--- config.mk ---
export PLATFORM = sky130hd
export DESIGN_NAME = rtp_top
export DESIGN_NICKNAME = d
export VERILOG_FILES = /design/src/include/rtp_pkg.sv /design/src/rtl/rtp_pin_sync.sv /design/src/rtl/rtp_prescaler.sv /design/src/rtl/rtp_top.sv
export SDC_FILE = /design/constraint.sdc
export NUM_CORES = 1
export LEC_CHECK = 0
export ABC_AREA = 1
export ABC_CLOCK_PERIOD_IN_PS = 2420
export BUFFER_PORTS_ARGS = -buffer_cell sky130_fd_sc_hd__buf_2
export CAP_MARGIN = 20
export CELL_PAD_IN_SITES_DETAIL_PLACEMENT = 1
export CELL_PAD_IN_SITES_GLOBAL_PLACEMENT = 1
export CORE_UTILIZATION = 45
export DETAILED_ROUTE_END_ITERATION = 6
export GPL_TIMING_DRIVEN = 0
export PLACE_DENSITY_LB_ADDON = 0.1
export SYNTH_ARGS = -nofsm -noshare
export SYNTH_HDL_FRONTEND = slang
export SYNTH_SLANG_ARGS = --single-unit
--- constraint.sdc ---
create_clock -name clock -period 2.42 [get_ports clock]
set_input_delay 0.242 -clock clock [delete_from_list [all_inputs] [get_ports clock]]
set_output_delay 0.242 -clock clock [all_outputs]
set_load 0.05 [all_outputs]
--- src/include/rtp_pkg.sv ---
// constants, field layouts and carrier types of the real-time counter with periodic timer
//
// What this block does
// - sixteen-bit counter compared to period and compare
// - compare flag and event after count equals compare
// - overflow flag and event after count equals period
// - overflow loads zero instead of incrementing
// - four selectable reference clock sources
// - power-of-two prescaler up to fifteen bits
// - periodic timer tick every 4 to 32768 periods
// - counter and periodic timer enabled independently
// - one selected timebase feeds both functions
// - debug halt stops counting unless run-while-halted
// - separate enables gate only their own request
// - counter runs while enable bit is one
// - eight free-running periodic events, 8192 down to 64
// - flag set on event, request while flag and enable
// - busy flag per register while write crosses
// - counter runs in standby only if allowed
package rtp_pkg;

    // widths
    localparam int CNT_W = 16;
    localparam int PRESC_W = 15;
    localparam int SHIFT_W = 4;
    localparam int PIT_W = 15;
    localparam int PIT_EVT_N = 8;
    localparam int ULP_DIV_W = 5;

    // reference clock source codes
    localparam logic [1:0] SRC_XTAL = 2'h0;
    localparam logic [1:0] SRC_EXT = 2'h1;
    localparam logic [1:0] SRC_ULP = 2'h2;
    localparam logic [1:0] SRC_ULP32 = 2'h3;

    // oscillator divided by 32: last state of a five-bit divider
    localparam logic [ULP_DIV_W-1:0] ULP_DIV_LAST = 5'h1F;

    // periodic timer: period code n selects 2^(n+2) timebase periods
    localparam logic [4:0] PIT_SHIFT_OFS = 5'h02;
    localparam logic [3:0] PIT_SEL_MAX = 4'hD;
    // event 0 repeats every 2^13 periods, each next event halves it
    localparam int PIT_EVT0_SHIFT = 13;

    // reset values
    localparam logic [CNT_W-1:0] CNT_RESET = 16'h0000;
    localparam logic [CNT_W-1:0] PER_RESET = 16'hFFFF;
    localparam logic [CNT_W-1:0] CMP_RESET = 16'h0000;

    // counter control word
    typedef struct packed {
        logic runStandby;
        logic [SHIFT_W-1:0] presc;
        logic enable;
    } rtp_ctrl_s;

    // periodic timer control word
    typedef struct packed {
        logic [3:0] period;
        logic enable;
    } rtp_pit_s;

    // write-crossing busy flags
    typedef struct packed {
        logic periodic_tick_timer;
        logic cmp;
        logic per;
        logic cnt;
        logic ctrl;
    } rtp_busy_s;

    localparam rtp_ctrl_s CTRL_RESET = '{runStandby: 1'b0, presc: 4'h0, enable: 1'b0};
    localparam rtp_pit_s PIT_RESET = '{period: 4'h0, enable: 1'b0};

endpackage

--- src/rtl/rtp_pin_sync.sv ---
// three-stage synchroniser with agreement filter and rising-edge pulse
`timescale 1ns/1ps
module rtp_pin_sync (
    // clock and reset
    input wire logic clock,
    input wire logic arst_n,
    // asynchronous pin
    input wire logic pinIn,
    // one-cycle pulse on an accepted rising change
    output logic rise
);

    logic s1_q;
    logic s2_q;
    logic s3_q;
    logic level_q;
    logic agree;

    // a change counts only once stages two and three agree
    assign agree = (s2_q == s3_q);
    assign rise = agree && s3_q && !level_q;

    // shift chain and filtered level
    always_ff @(posedge clock or negedge arst_n) begin
        if (!arst_n) begin
            s1_q <= 1'b0;
            s2_q <= 1'b0;
            s3_q <= 1'b0;
            level_q <= 1'b0;
        end else begin
            s1_q <= pinIn;
            s2_q <= s1_q;
            s3_q <= s2_q;
            if (agree) begin
                level_q <= s3_q;
            end
        end
    end

endmodule

--- src/rtl/rtp_prescaler.sv ---
// power-of-two prescaler on the timebase tick
`timescale 1ns/1ps
module rtp_prescaler #(
    parameter int WIDTH = 15,
    parameter int SHIFT_W = 4
) (
    // clock and reset
    input wire logic clock,
    input wire logic arst_n,
    // control
    input wire logic clear,
    input wire logic tickIn,
    input wire logic [SHIFT_W-1:0] shift,
    // divided tick, one cycle
    output logic tickOut
);

    logic [WIDTH-1:0] cnt_q;
    logic [WIDTH-1:0] mask;

    initial begin
        if ((1 << SHIFT_W) - 1 > WIDTH) begin
            $error("prescaler shift range exceeds counter width");
        end
    end

    // divide by 2^shift: pass the tick once the low bits are all ones
    assign mask = ~({WIDTH{1'b1}} << shift);
    assign tickOut = tickIn && ((cnt_q & mask) == mask);

    // free divider, restarted while the counter is disabled
    always_ff @(posedge clock or negedge arst_n) begin
        if (!arst_n) begin
            cnt_q <= '0;
        end else if (clear) begin
            cnt_q <= '0;
        end else if (tickIn) begin
            cnt_q <= cnt_q + {{(WIDTH-1){1'b0}}, 1'b1};
        end
    end

endmodule

--- src/rtl/rtp_top.sv ---
// real-time counter with periodic timer, one clock domain, plain control ports
`timescale 1ns/1ps
module rtp_top #(
    parameter int CNT_W = rtp_pkg::CNT_W,
    parameter int PRESC_W = rtp_pkg::PRESC_W
) (
    // clock and reset
    input wire logic clock,
    input wire logic arst_n,
    // reference clock pins
    input wire logic xtalClkIn,
    input wire logic extClkIn,
    input wire logic ulpClkIn,
    // source select, applied directly
    input wire logic [1:0] srcSel,
    // counter control write
    input wire logic ctrlWrite,
    input wire rtp_pkg::rtp_ctrl_s ctrlValue,
    // count, period and compare writes
    input wire logic countWrite,
    input wire logic [CNT_W-1:0] countValue,
    input wire logic periodWrite,
    input wire logic [CNT_W-1:0] periodValue,
    input wire logic compareWrite,
    input wire logic [CNT_W-1:0] compareValue,
    // periodic timer control write
    input wire logic pitWrite,
    input wire rtp_pkg::rtp_pit_s pitValue,
    // interrupt enables
    input wire logic cmpIntEnable,
    input wire logic ovfIntEnable,
    input wire logic pitIntEnable,
    // flag clear pulses
    input wire logic cmpFlagClear,
    input wire logic ovfFlagClear,
    input wire logic pitFlagClear,
    // debug and sleep
    input wire logic debugHalt,
    input wire logic runWhileHalted,
    input wire logic pitRunWhileHalted,
    input wire logic standbySleep,
    // state
    output logic [CNT_W-1:0] countOut,
    output rtp_pkg::rtp_busy_s busy,
    output logic cmpFlag,
    output logic ovfFlag,
    output logic pitFlag,
    // interrupt requests
    output logic cntIrq,
    output logic pitIrq,
    // events, one-cycle pulses
    output logic cmpEvent,
    output logic ovfEvent,
    output logic [rtp_pkg::PIT_EVT_N-1:0] pitEvents
);

    initial begin
        if (CNT_W < 1 || PRESC_W < (1 << rtp_pkg::SHIFT_W) - 1) begin
            $error("counter or prescaler width not supported");
        end
    end

    // ----------------------------------------------------------------
    // timebase selection
    // ----------------------------------------------------------------
    logic xtalRise;
    logic extRise;
    logic ulpRise;
    logic [rtp_pkg::ULP_DIV_W-1:0] ulpDiv_q;
    logic ulp32Tick;
    logic rtcTick;

    rtp_pin_sync u_syncXtal (
        .clock(clock),
        .arst_n(arst_n),
        .pinIn(xtalClkIn),
        .rise(xtalRise)
    );

    rtp_pin_sync u_syncExt (
        .clock(clock),
        .arst_n(arst_n),
        .pinIn(extClkIn),
        .rise(extRise)
    );

    rtp_pin_sync u_syncUlp (
        .clock(clock),
        .arst_n(arst_n),
        .pinIn(ulpClkIn),
        .rise(ulpRise)
    );

    // oscillator divided by 32
    always_ff @(posedge clock or negedge arst_n) begin
        if (!arst_n) begin
            ulpDiv_q <= '0;
        end else if (ulpRise) begin
            ulpDiv_q <= ulpDiv_q + 5'h01;
        end
    end

    // one tick for both functions from the chosen source
    assign ulp32Tick = ulpRise && (ulpDiv_q == rtp_pkg::ULP_DIV_LAST);
    assign rtcTick = (srcSel == rtp_pkg::SRC_XTAL) ? xtalRise :
                     (srcSel == rtp_pkg::SRC_EXT) ? extRise :
                     (srcSel == rtp_pkg::SRC_ULP) ? ulpRise : ulp32Tick;

    // ----------------------------------------------------------------
    // write crossing: shadow, busy, apply at timebase tick
    // ----------------------------------------------------------------
    rtp_pkg::rtp_ctrl_s ctrlSh_q;
    rtp_pkg::rtp_ctrl_s ctrl_q;
    rtp_pkg::rtp_pit_s pitSh_q;
    rtp_pkg::rtp_pit_s pit_q;
    logic [CNT_W-1:0] cntSh_q;
    logic [CNT_W-1:0] perSh_q;
    logic [CNT_W-1:0] per_q;
    logic [CNT_W-1:0] cmpSh_q;
    logic [CNT_W-1:0] cmp_q;
    rtp_pkg::rtp_busy_s busy_q;
    rtp_pkg::rtp_busy_s busyWr;
    rtp_pkg::rtp_busy_s busy_d;

    // a write in the apply cycle keeps its busy bit set
    assign busyWr = '{periodic_tick_timer: pitWrite, cmp: compareWrite, per: periodWrite,
                      cnt: countWrite, ctrl: ctrlWrite};
    assign busy_d = busyWr | (rtcTick ? '0 : busy_q);

    // shadow capture on the bus side
    always_ff @(posedge clock or negedge arst_n) begin
        if (!arst_n) begin
            ctrlSh_q <= rtp_pkg::CTRL_RESET;
            pitSh_q <= rtp_pkg::PIT_RESET;
            cntSh_q <= rtp_pkg::CNT_RESET;
            perSh_q <= rtp_pkg::PER_RESET;
            cmpSh_q <= rtp_pkg::CMP_RESET;
        end else begin
            if (ctrlWrite) ctrlSh_q <= ctrlValue;
            if (pitWrite) pitSh_q <= pitValue;
            if (countWrite) cntSh_q <= countValue;
            if (periodWrite) perSh_q <= periodValue;
            if (compareWrite) cmpSh_q <= compareValue;
        end
    end

    // pending values take effect on the timebase tick
    always_ff @(posedge clock or negedge arst_n) begin
        if (!arst_n) begin
            busy_q <= '0;
            ctrl_q <= rtp_pkg::CTRL_RESET;
            pit_q <= rtp_pkg::PIT_RESET;
            per_q <= rtp_pkg::PER_RESET;
            cmp_q <= rtp_pkg::CMP_RESET;
        end else begin
            busy_q <= busy_d;
            if (rtcTick && busy_q.ctrl) ctrl_q <= ctrlSh_q;
            if (rtcTick && busy_q.periodic_tick_timer) pit_q <= pitSh_q;
            if (rtcTick && busy_q.per) per_q <= perSh_q;
            if (rtcTick && busy_q.cmp) cmp_q <= cmpSh_q;
        end
    end

    // ----------------------------------------------------------------
    // counter
    // ----------------------------------------------------------------
    logic cntRun;
    logic presTick;
    logic cntStep;
    logic atPeriod;
    logic atCompare;
    logic cntLoad;
    logic [CNT_W-1:0] cnt_q;
    logic [CNT_W-1:0] cnt_d;

    // running: enabled, not held by debug, not stopped in standby
    assign cntRun = ctrl_q.enable
                    && (!debugHalt || runWhileHalted)
                    && (!standbySleep || ctrl_q.runStandby);

    rtp_prescaler #(
        .WIDTH(PRESC_W),
        .SHIFT_W(rtp_pkg::SHIFT_W)
    ) u_presc (
        .clock(clock),
        .arst_n(arst_n),
        .clear(!ctrl_q.enable),
        .tickIn(rtcTick && cntRun),
        .shift(ctrl_q.presc),
        .tickOut(presTick)
    );

    // compare and wrap decode on the present count
    assign cntStep = presTick;
    assign atPeriod = (cnt_q == per_q);
    assign atCompare = (cnt_q == cmp_q);
    assign cntLoad = rtcTick && busy_q.cnt;
    assign cnt_d = cntLoad ? cntSh_q :
                   !cntStep ? cnt_q :
                   atPeriod ? rtp_pkg::CNT_RESET :
                   cnt_q + {{(CNT_W-1){1'b0}}, 1'b1};

    // count register
    always_ff @(posedge clock or negedge arst_n) begin
        if (!arst_n) begin
            cnt_q <= rtp_pkg::CNT_RESET;
        end else begin
            cnt_q <= cnt_d;
        end
    end

    // ----------------------------------------------------------------
    // periodic timer
    // ----------------------------------------------------------------
    localparam int PIT_W_L = rtp_pkg::PIT_W;
    logic pitRun;
    logic pitStep;
    logic [4:0] pitShift;
    logic [PIT_W_L-1:0] pitMask;
    logic pitHit;
    logic [rtp_pkg::PIT_EVT_N-1:0] pitEvtHit;
    logic [PIT_W_L-1:0] pitCnt_q;

    // runs in every sleep mode, own enable, own debug bit
    assign pitRun = pit_q.enable && (!debugHalt || pitRunWhileHalted);
    assign pitStep = rtcTick && pitRun;
    assign pitShift = {1'b0, pit_q.period} + rtp_pkg::PIT_SHIFT_OFS;
    assign pitMask = ~({PIT_W_L{1'b1}} << pitShift);
    assign pitHit = pitStep && (pit_q.period <= rtp_pkg::PIT_SEL_MAX)
                    && ((pitCnt_q & pitMask) == pitMask);

    // free-running event taps, one per period
    genvar gi;
    generate
        for (gi = 0; gi < rtp_pkg::PIT_EVT_N; gi++) begin : g_evt
            localparam int K = rtp_pkg::PIT_EVT0_SHIFT - gi;
            assign pitEvtHit[gi] = pitStep && (&pitCnt_q[K-1:0]);
        end
    endgenerate

    // periodic timer count, cleared while disabled
    always_ff @(posedge clock or negedge arst_n) begin
        if (!arst_n) begin
            pitCnt_q <= '0;
        end else if (!pit_q.enable) begin
            pitCnt_q <= '0;
        end else if (pitStep) begin
            pitCnt_q <= pitCnt_q + {{(PIT_W_L-1){1'b0}}, 1'b1};
        end
    end

    // ----------------------------------------------------------------
    // flags, requests and events
    // ----------------------------------------------------------------
    logic cmpHit;
    logic ovfHit;
    logic cmpFlag_q;
    logic ovfFlag_q;
    logic pitFlag_q;
    logic cmpFlag_d;
    logic ovfFlag_d;
    logic pitFlag_d;
    logic cntIrq_q;
    logic pitIrq_q;
    logic cmpEvent_q;
    logic ovfEvent_q;
    logic [rtp_pkg::PIT_EVT_N-1:0] pitEvents_q;

    // an event in the clear cycle wins over the clear
    assign cmpHit = cntStep && atCompare && !cntLoad;
    assign ovfHit = cntStep && atPeriod && !cntLoad;
    assign cmpFlag_d = cmpHit || (cmpFlag_q && !cmpFlagClear);
    assign ovfFlag_d = ovfHit || (ovfFlag_q && !ovfFlagClear);
    assign pitFlag_d = pitHit || (pitFlag_q && !pitFlagClear);

    // registered flags, requests and event pulses
    always_ff @(posedge clock or negedge arst_n) begin
        if (!arst_n) begin
            cmpFlag_q <= 1'b0;
            ovfFlag_q <= 1'b0;
            pitFlag_q <= 1'b0;
            cntIrq_q <= 1'b0;
            pitIrq_q <= 1'b0;
            cmpEvent_q <= 1'b0;
            ovfEvent_q <= 1'b0;
            pitEvents_q <= '0;
        end else begin
            cmpFlag_q <= cmpFlag_d;
            ovfFlag_q <= ovfFlag_d;
            pitFlag_q <= pitFlag_d;
            cntIrq_q <= (cmpFlag_d && cmpIntEnable) || (ovfFlag_d && ovfIntEnable);
            pitIrq_q <= pitFlag_d && pitIntEnable;
            cmpEvent_q <= cmpHit;
            ovfEvent_q <= ovfHit;
            pitEvents_q <= pitEvtHit;
        end
    end

    // outputs straight from flops
    assign countOut = cnt_q;
    assign busy = busy_q;
    assign cmpFlag = cmpFlag_q;
    assign ovfFlag = ovfFlag_q;
    assign pitFlag = pitFlag_q;
    assign cntIrq = cntIrq_q;
    assign pitIrq = pitIrq_q;
    assign cmpEvent = cmpEvent_q;
    assign ovfEvent = ovfEvent_q;
    assign pitEvents = pitEvents_q;

    // enables as seen by the request register
    logic cmpIntEnable_d1;
    logic ovfIntEnable_d1;
    always_ff @(posedge clock) begin
        cmpIntEnable_d1 <= cmpIntEnable;
        ovfIntEnable_d1 <= ovfIntEnable;
    end
endmodule

## After elaboration in Yosys (flattened, before gate mapping)

Index checks and enable logic that the tools add are counted.

- Register bits after elaboration: 185
- Latch bits: 0
- Memory bits (writable): 0
- Memory bits (read-only): 0
- Bits of input ports: 81
- Output and inout port bits: 36
- Word-level logic and storage cells: 144
- Memories: 0

- Add/subtract/negate cells: 5
- Multipliers: 0
- Div/mod/pow operators: 0
- Magnitude comparators: 1
- Eq/ne operators: 12
- Shift-type cells: 2
- Mux-type cells: 11
- Bitwise logic cells: 5
- Reduce and logical (&&, ||, !) cells: 64

Operators by type and width:

| kind | count |
|---|---|
| 15-bit two-way mux | 4 |
| 16-bit two-way mux | 3 |
| 1-bit logical AND | 38 |
| 16-bit == test | 2 |
| 15-bit by 1-bit adder with 15-bit output, second input constant | 2 |
| 15-bit bitwise AND | 2 |
| 15-bit == test | 2 |
| 15-bit NOT | 2 |
| 16-bit by 1-bit adder with 16-bit output, second input constant | 1 |
| 15-bit by 4-bit left shift with 15-bit output, first input constant | 1 |
| 15-bit by 5-bit left shift with 15-bit output, first input constant | 1 |
| 13-bit AND reduction | 1 |
| 12-bit AND reduction | 1 |
| 11-bit AND reduction | 1 |
| 10-bit AND reduction | 1 |
| 1-bit logical NOT | 9 |
| 9-bit AND reduction | 1 |
| 8-bit AND reduction | 1 |
| 1-bit logical OR | 7 |
| 7-bit AND reduction | 1 |
| 6-bit AND reduction | 1 |
| 4-bit by 2-bit adder with 5-bit output, second input constant | 1 |
| 5-bit by 1-bit adder with 5-bit output, second input constant | 1 |
| 5-bit == test, second input constant | 1 |
| 10 further kinds | 15 |

## Longest topological paths before layout

- Depth after elaboration: 14
- Depth in mapped cells: 15
- Mapped depth without buffers: 14

## By module

From an unflattened synthesis, not the netlist that was laid out.

- Cells, all modules: 1045
- Area total of the unflattened synthesis: 9098.7 µm²

Modules (own cells, without submodules):

| module | times used | cells each | area an instance (µm²) | sequential area each (µm²) |
|---|---|---|---|---|
| rtp_top | 1 | 861 | 7673.6 | 3993.8 |
| rtp_prescaler | 1 | 151 | 1019.7 | 375.4 |
| rtp_pin_sync | 3 | 11 | 135.1 | 100.1 |

## Worst setup path before layout

No wires, ideal clock.

- Path kind: register to register
- Start: register cnt_q[0] (netlist: countOut[0])
- End: register cnt_q[14] (netlist: countOut[14])
- Setup time: 0.119 ns
- Arrival time: 1.806 ns
- Slack: 0.496 ns
- Cell stages (with the launch flop): 10
- Path buffers: 0
- Cell sequence: dfrtp_1 > ha_1 > nand2_1 > nor3_1 > nand3_1 > xor2_1 > nand3_1 > o21ai_0 > nand2_1 > nand2_1

- Cells in the longest elaborated chain, start to end: 4
- Elaborated cells on any way between the ends: 5
- Those cells by class: add/sub: 1; eq/ne: 1; mux: 3

RTL lines:

| element | line | text |
|---|---|---|
| from (decl) | rtp_top.sv:173 | `logic [CNT_W-1:0] cnt_q;` |
| from (signal assigned) | rtp_top.sv:206 | `cnt_q <= rtp_pkg::CNT_RESET;` |
| from (signal assigned) | rtp_top.sv:208 | `cnt_q <= cnt_d;` |
| 16-bit by 1-bit adder with 16-bit output / 16-bit == test (equally long branches) | rtp_top.sv:201, rtp_top.sv:195 |  |
| 16-bit two-way mux (*) | rtp_top.sv:200 | `atPeriod ? rtp_pkg::CNT_RESET :` |
| 16-bit two-way mux (*) | rtp_top.sv:199 | `!cntStep ? cnt_q :` |
| 16-bit two-way mux (*) | rtp_top.sv:198 | `assign cnt_d = cntLoad ? cntSh_q :` |

Every way passes the cells marked *; elsewhere a longest branch is shown, timed or not. The select of a mux whose other input is x is not followed.
A chain may end at the register's enable or synchronous reset.

## Final worst setup path

- Start: register ulpDiv_q[0] (netlist name)
- End: register cnt_q[12] (netlist: countOut[12])

- Cells in the longest elaborated chain, start to end: 8
- Elaborated cells on any way between the ends: 10
- Those cells by class: eq/ne: 1; mux: 4; reduce/logical: 5

RTL lines:

| element | line | text |
|---|---|---|
| from (decl) | rtp_top.sv:69 | `logic [rtp_pkg::ULP_DIV_W-1:0] ulpDiv_q;` |
| from (signal assigned) | rtp_top.sv:99 | `ulpDiv_q <= ulpDiv_q + 5'h01;` |
| 5-bit == test (*) | rtp_top.sv:104 | `assign ulp32Tick = ulpRise && (ulpDiv_q == rtp_pkg::ULP_DIV_LAST);` |
| 1-bit logical AND (*) | rtp_top.sv:104 |  |
| 1-bit two-way mux (*) | rtp_top.sv:107 | `(srcSel == rtp_pkg::SRC_ULP) ? ulpRise : ulp32Tick;` |
| 1-bit two-way mux (*) | rtp_top.sv:106 | `(srcSel == rtp_pkg::SRC_EXT) ? extRise :` |
| 1-bit two-way mux (*) | rtp_top.sv:105 | `assign rtcTick = (srcSel == rtp_pkg::SRC_XTAL) ? xtalRise :` |
| 1-bit logical AND | rtp_top.sv:188 | `.tickIn(rtcTick && cntRun),` |
| 1-bit logical AND | rtp_prescaler.sv:29 | `assign tickOut = tickIn && ((cnt_q & mask) == mask);` |
| 2-bit nonzero test (no line) | -- |  |

Every way passes the cells marked *; elsewhere a longest branch is shown, timed or not.

==> results.tsv <==
stage	metric	value	unit
worst_setup_path	CP max-delay cell	dfrtp_1	
synth	syn_nets	1001	
synth	post-synthesis instance total	907	
clock_tree	TritonCTS buffer count	17	
floorplanning	FP Rows	50	
cells_and_area	nets	1136	
synth	synth unique cells	40	
grt	largest net degree at the start of global routing	123	
floorplanning	area of the die	20200	um^2
route	DR WL/cell	16.7	um
timing	Worst-Margin Slew	0.633	ns
synth	register bit total from synthesis	185	
route	post-route ant nets	0	
timing	Slew Limit Fails	0	
worst_setup_path	peak fanout along the critical path	10	
cells_and_area	Area Overhead vs Synth	17.5	%
synth	register area share after synthesis	52.9	%
clock_tree	clk_lat worst skew	0.44	ns
floorplanning	Die Span X	142	um
cells_and_area	Layout Cells excl Fill	1316	
worst_setup_path	cell mode on critical path	nand2_1	
route	WL final	22000	um
timing	PnR worst setup slack	0.159	ns
pwr	Pwr Density	876	nW/um^2
timing	Final Hold Viols	0	
placed_design	Post-Place Worst Slack	0.185	ns
run	Max-Cap Viols	0	
timing	setup TNS	0	ns
timing	Setup Skew	0.00935	ns
grt	global route overflow	0	
worst_setup_path	critical path's largest stage delay	0.41	ns
worst_setup_path	crit path capture type	flip-flop	
floorplanning	Starting Density	46.6	%
pwr	P_leak	4.95	nW
pwr	worst vdd ir	0.000506	V
worst_setup_path	Critical Path RT	2.80	ns
timing	Fmax achieved	442	MHz
placed_design	gpl congestion	0.849	
grt	initial antenna violation count	2	
floorplanning	Core Box Area	19000	um^2
cells_and_area	layout cells sized above 1	29.2	%
grt	gr usage total	23.8	%
worst_setup_path	Critical Path AT	2.64	ns
worst_setup_path	kind of critical path	reg2reg	
timing	Tmin final	2.26	ns
timing	RSZ-0062 raised after global routing	false	
clock_tree	CTS Sinks	185	
synth	number of synthesized flops with an enable pin	0	
route	vias per cell	5.08	
clock_tree	Root Driver	clkbuf_16	
timing	Slew HR	57.8	%
synth	ys async rst share	100	%
grt	vias in the first global route	7143	
placed_design	HPWL after detailed placement	15800	um
worst_setup_path	crit path buf inv count	3	
hold_path	Worst Hold Class	in2reg	
worst_setup_path	crit-path leading delay family	simple AND/OR/NAND/NOR gates	
clock_tree	CTS Buffer Depth	2	
cells_and_area	Fill cells	2239	
route	1st-pass router iterations	5	
synth	Post-Syn Area per Cell	9.74	um^2
worst_setup_path	critical path launch point type	flip-flop	
synth	synthesized area	8830	um^2
floorplanning	Die H	142	um
floorplanning	Boundary Pins	117	
synth	yosys warns	0	
route	DRT iter0 DRCs	215	
clock_tree	H-tree levels	4	
route	routed via count	6681	
status	status	complete, no violations	
placed_design	I/O Buffers	111	
synth	Primary FF master, synth	dfrtp_1	
route	drt drc	0	
clock_tree	Clock Pin Slew Worst Setup and Hold Paths	0.08	ns
grt	first-pass GRT wire length	37000	um
worst_setup_path	worst path cell trace	ha_1 -> inv_1 -> nor2_1 -> ha_1 -> nor2_1 -> o21ai_4 -> nand2_4 -> nor2_8 -> inv_2 -> buf_2 -> nand4_1 -> nand2_1 -> nand2_1 -> nand2_1	
clock_tree	TritonCTS clock tree	done	
timing	Final period util	93.4	%
placed_design	Placed Cells incl. Taps	1279	
timing	# setup viols final	0	
==> path summary, 6_finish.rpt <==
path                           startpoint             end  slack (ns)  cells past startpoint
max                           ulpDiv_q[0]    countOut[12]        0.16                     14
min                          ovfIntEnable          cntIrq        0.03                      3
max reg2reg                   ulpDiv_q[0]    countOut[12]        0.16                     14
min reg2reg                u_syncExt.s1_q  u_syncExt.s2_q        0.35                      0
max in group asynchronous          arst_n       cmp_q[13]        1.11                      3
min in group asynchronous          arst_n       ctrl_q[4]        0.34                      2
==> placed cells by master, fill, tap and decap left out, types with 17 or more instances in the layout <==
cell type	count
o21ai_0	41
dfrtp_1	153
xor2_1	40
mux2_2	82
nor3_1	20
nand3_1	55
clkbuf_16	17
dfstp_2	32
nor2_1	74
nand2_1	179
buf_2	123
inv_1	83
==> worst reg2reg max path, stage by stage, from the launching register on <==
cell and delay, ns:
dfrtp_1 0.41, ha_1 0.20, inv_1 0.08, nor2_1 0.06, ha_1 0.17, nor2_1 0.18
o21ai_4 0.08, nand2_4 0.20, nor2_8 0.07, inv_2 0.14, buf_2 0.25, nand4_1 0.16
nand2_1 0.10, nand2_1 0.05, nand2_1 0.05
==> metal layers <==
layer | vias up | track usage (%) | part of all wire [%]
li1 | 3237 | - | -
met1 | 3307 | 32.3 | 47
met2 | 112 | 38.6 | 47
met3 | 23 | 4.98 | 4.4
met4 | 2 | 6.11 | 1.1
met5 | - | 0 | 0.059
==> state kept, by name (all words and copies together), names as in the netlist, 6 cells and up <==
signal / flops
cntSh_q: 16
cmpSh_q: 16
cmp_q: 16
per_q: 16
countOut: 16
u_presc.cnt_q: 15
ctrlSh_q: 6
pitCnt_q: 15
ctrl_q: 6
pitEvents: 8
perSh_q: 16
==> where the power goes <==
part	internal [mW]	leakage, nW	total, mW	switching [mW]
Combinational	0.859	2.41	2.34	1.48
Sequential	3.60	2.25	3.99	0.393
Clock	1.39	0.289	2.75	1.36
==> cell usage after synthesis, types with 2 or more instances <==
cell | instances | area share (%)
a21oi_1 | 16 | 0.91
a22o_1 | 2 | 0.20
a31oi_1 | 2 | 0.14
buf_2 | 13 | 0.74
buf_4 | 5 | 0.43
clkbuf_1 | 10 | 0.43
clkbuf_2 | 3 | 0.17
dfrtp_1 | 153 | 43
dfstp_2 | 32 | 9.5
ha_1 | 13 | 1.8
inv_1 | 83 | 3.5
inv_2 | 8 | 0.34
mux2_1 | 8 | 1.0
mux2_2 | 82 | 10
nand2_1 | 179 | 7.6
nand2_4 | 4 | 0.51
nand3_1 | 55 | 3.1
nand4_1 | 12 | 0.85
nor2_1 | 74 | 3.1
nor2_2 | 7 | 0.50
nor2_4 | 2 | 0.26
nor3_1 | 20 | 1.1
nor3_2 | 4 | 0.45
nor3b_1 | 2 | 0.17
nor4_1 | 2 | 0.14
o211ai_1 | 2 | 0.17
o21ai_0 | 41 | 2.3
o21ai_1 | 16 | 0.91
o21bai_1 | 5 | 0.43
o22ai_1 | 2 | 0.14
xnor2_1 | 2 | 0.20
xor2_1 | 40 | 4.0
==> per-stage QoR <==
stage	hold slack, ns	power [mW]	utilization [%]	instance area (um^2)
2_1_floorplan	-0.0536	5.63	-	8830
3_3_place_gp	0.334	6.30	51.2	9710
5_1_grt	0.0164	9.59	54.7	10400
3_5_place_dp	0.221	6.38	51.4	9750
4_1_cts	0.0103	9.20	54.7	10400
6_report	0.0286	9.09	54.7	10400
==> kinds of logic (layout without fill, tap and decap cells) <==
logic type      Yosys count  after routing  synth area share (%)
simple gates            362            362                  18.1
flops                   185            185                  52.9
buf+inv                 125            273                  5.87
compound gates           90             90                  5.67
mux                      90             90                  11.5
xor+xnor                 42             42                  4.17
fa+ha+maj                13             13                  1.84
other cells               0              1                     0
==> layout make-up <==
class / instances / area, um^2 / share of cell area [%]
antenna: 1 / 2.50 / 0.0241
buffer: 33 / 171 / 1.65
clock buffer: 18 / 429 / 4.14
clock inverter: 14 / 154 / 1.48
inverter: 92 / 348 / 3.35
multi-input combinational: 597 / 3640 / 35.1
sequential: 185 / 4670 / 45.0
tap: 260 / 325 / 3.14
timing repair buffer: 116 / 633 / 6.10
==> repair_timing <==
item                                    in CTS  in global routing
endpoints found under the setup margin       0                  3
buffers inserted                             0                  0
hold buffers                                 4                  0
endpoints found under the hold margin       57                  0
gates resized for setup                      0                  1
Note: power is estimated with default switching activity, not from simulation.
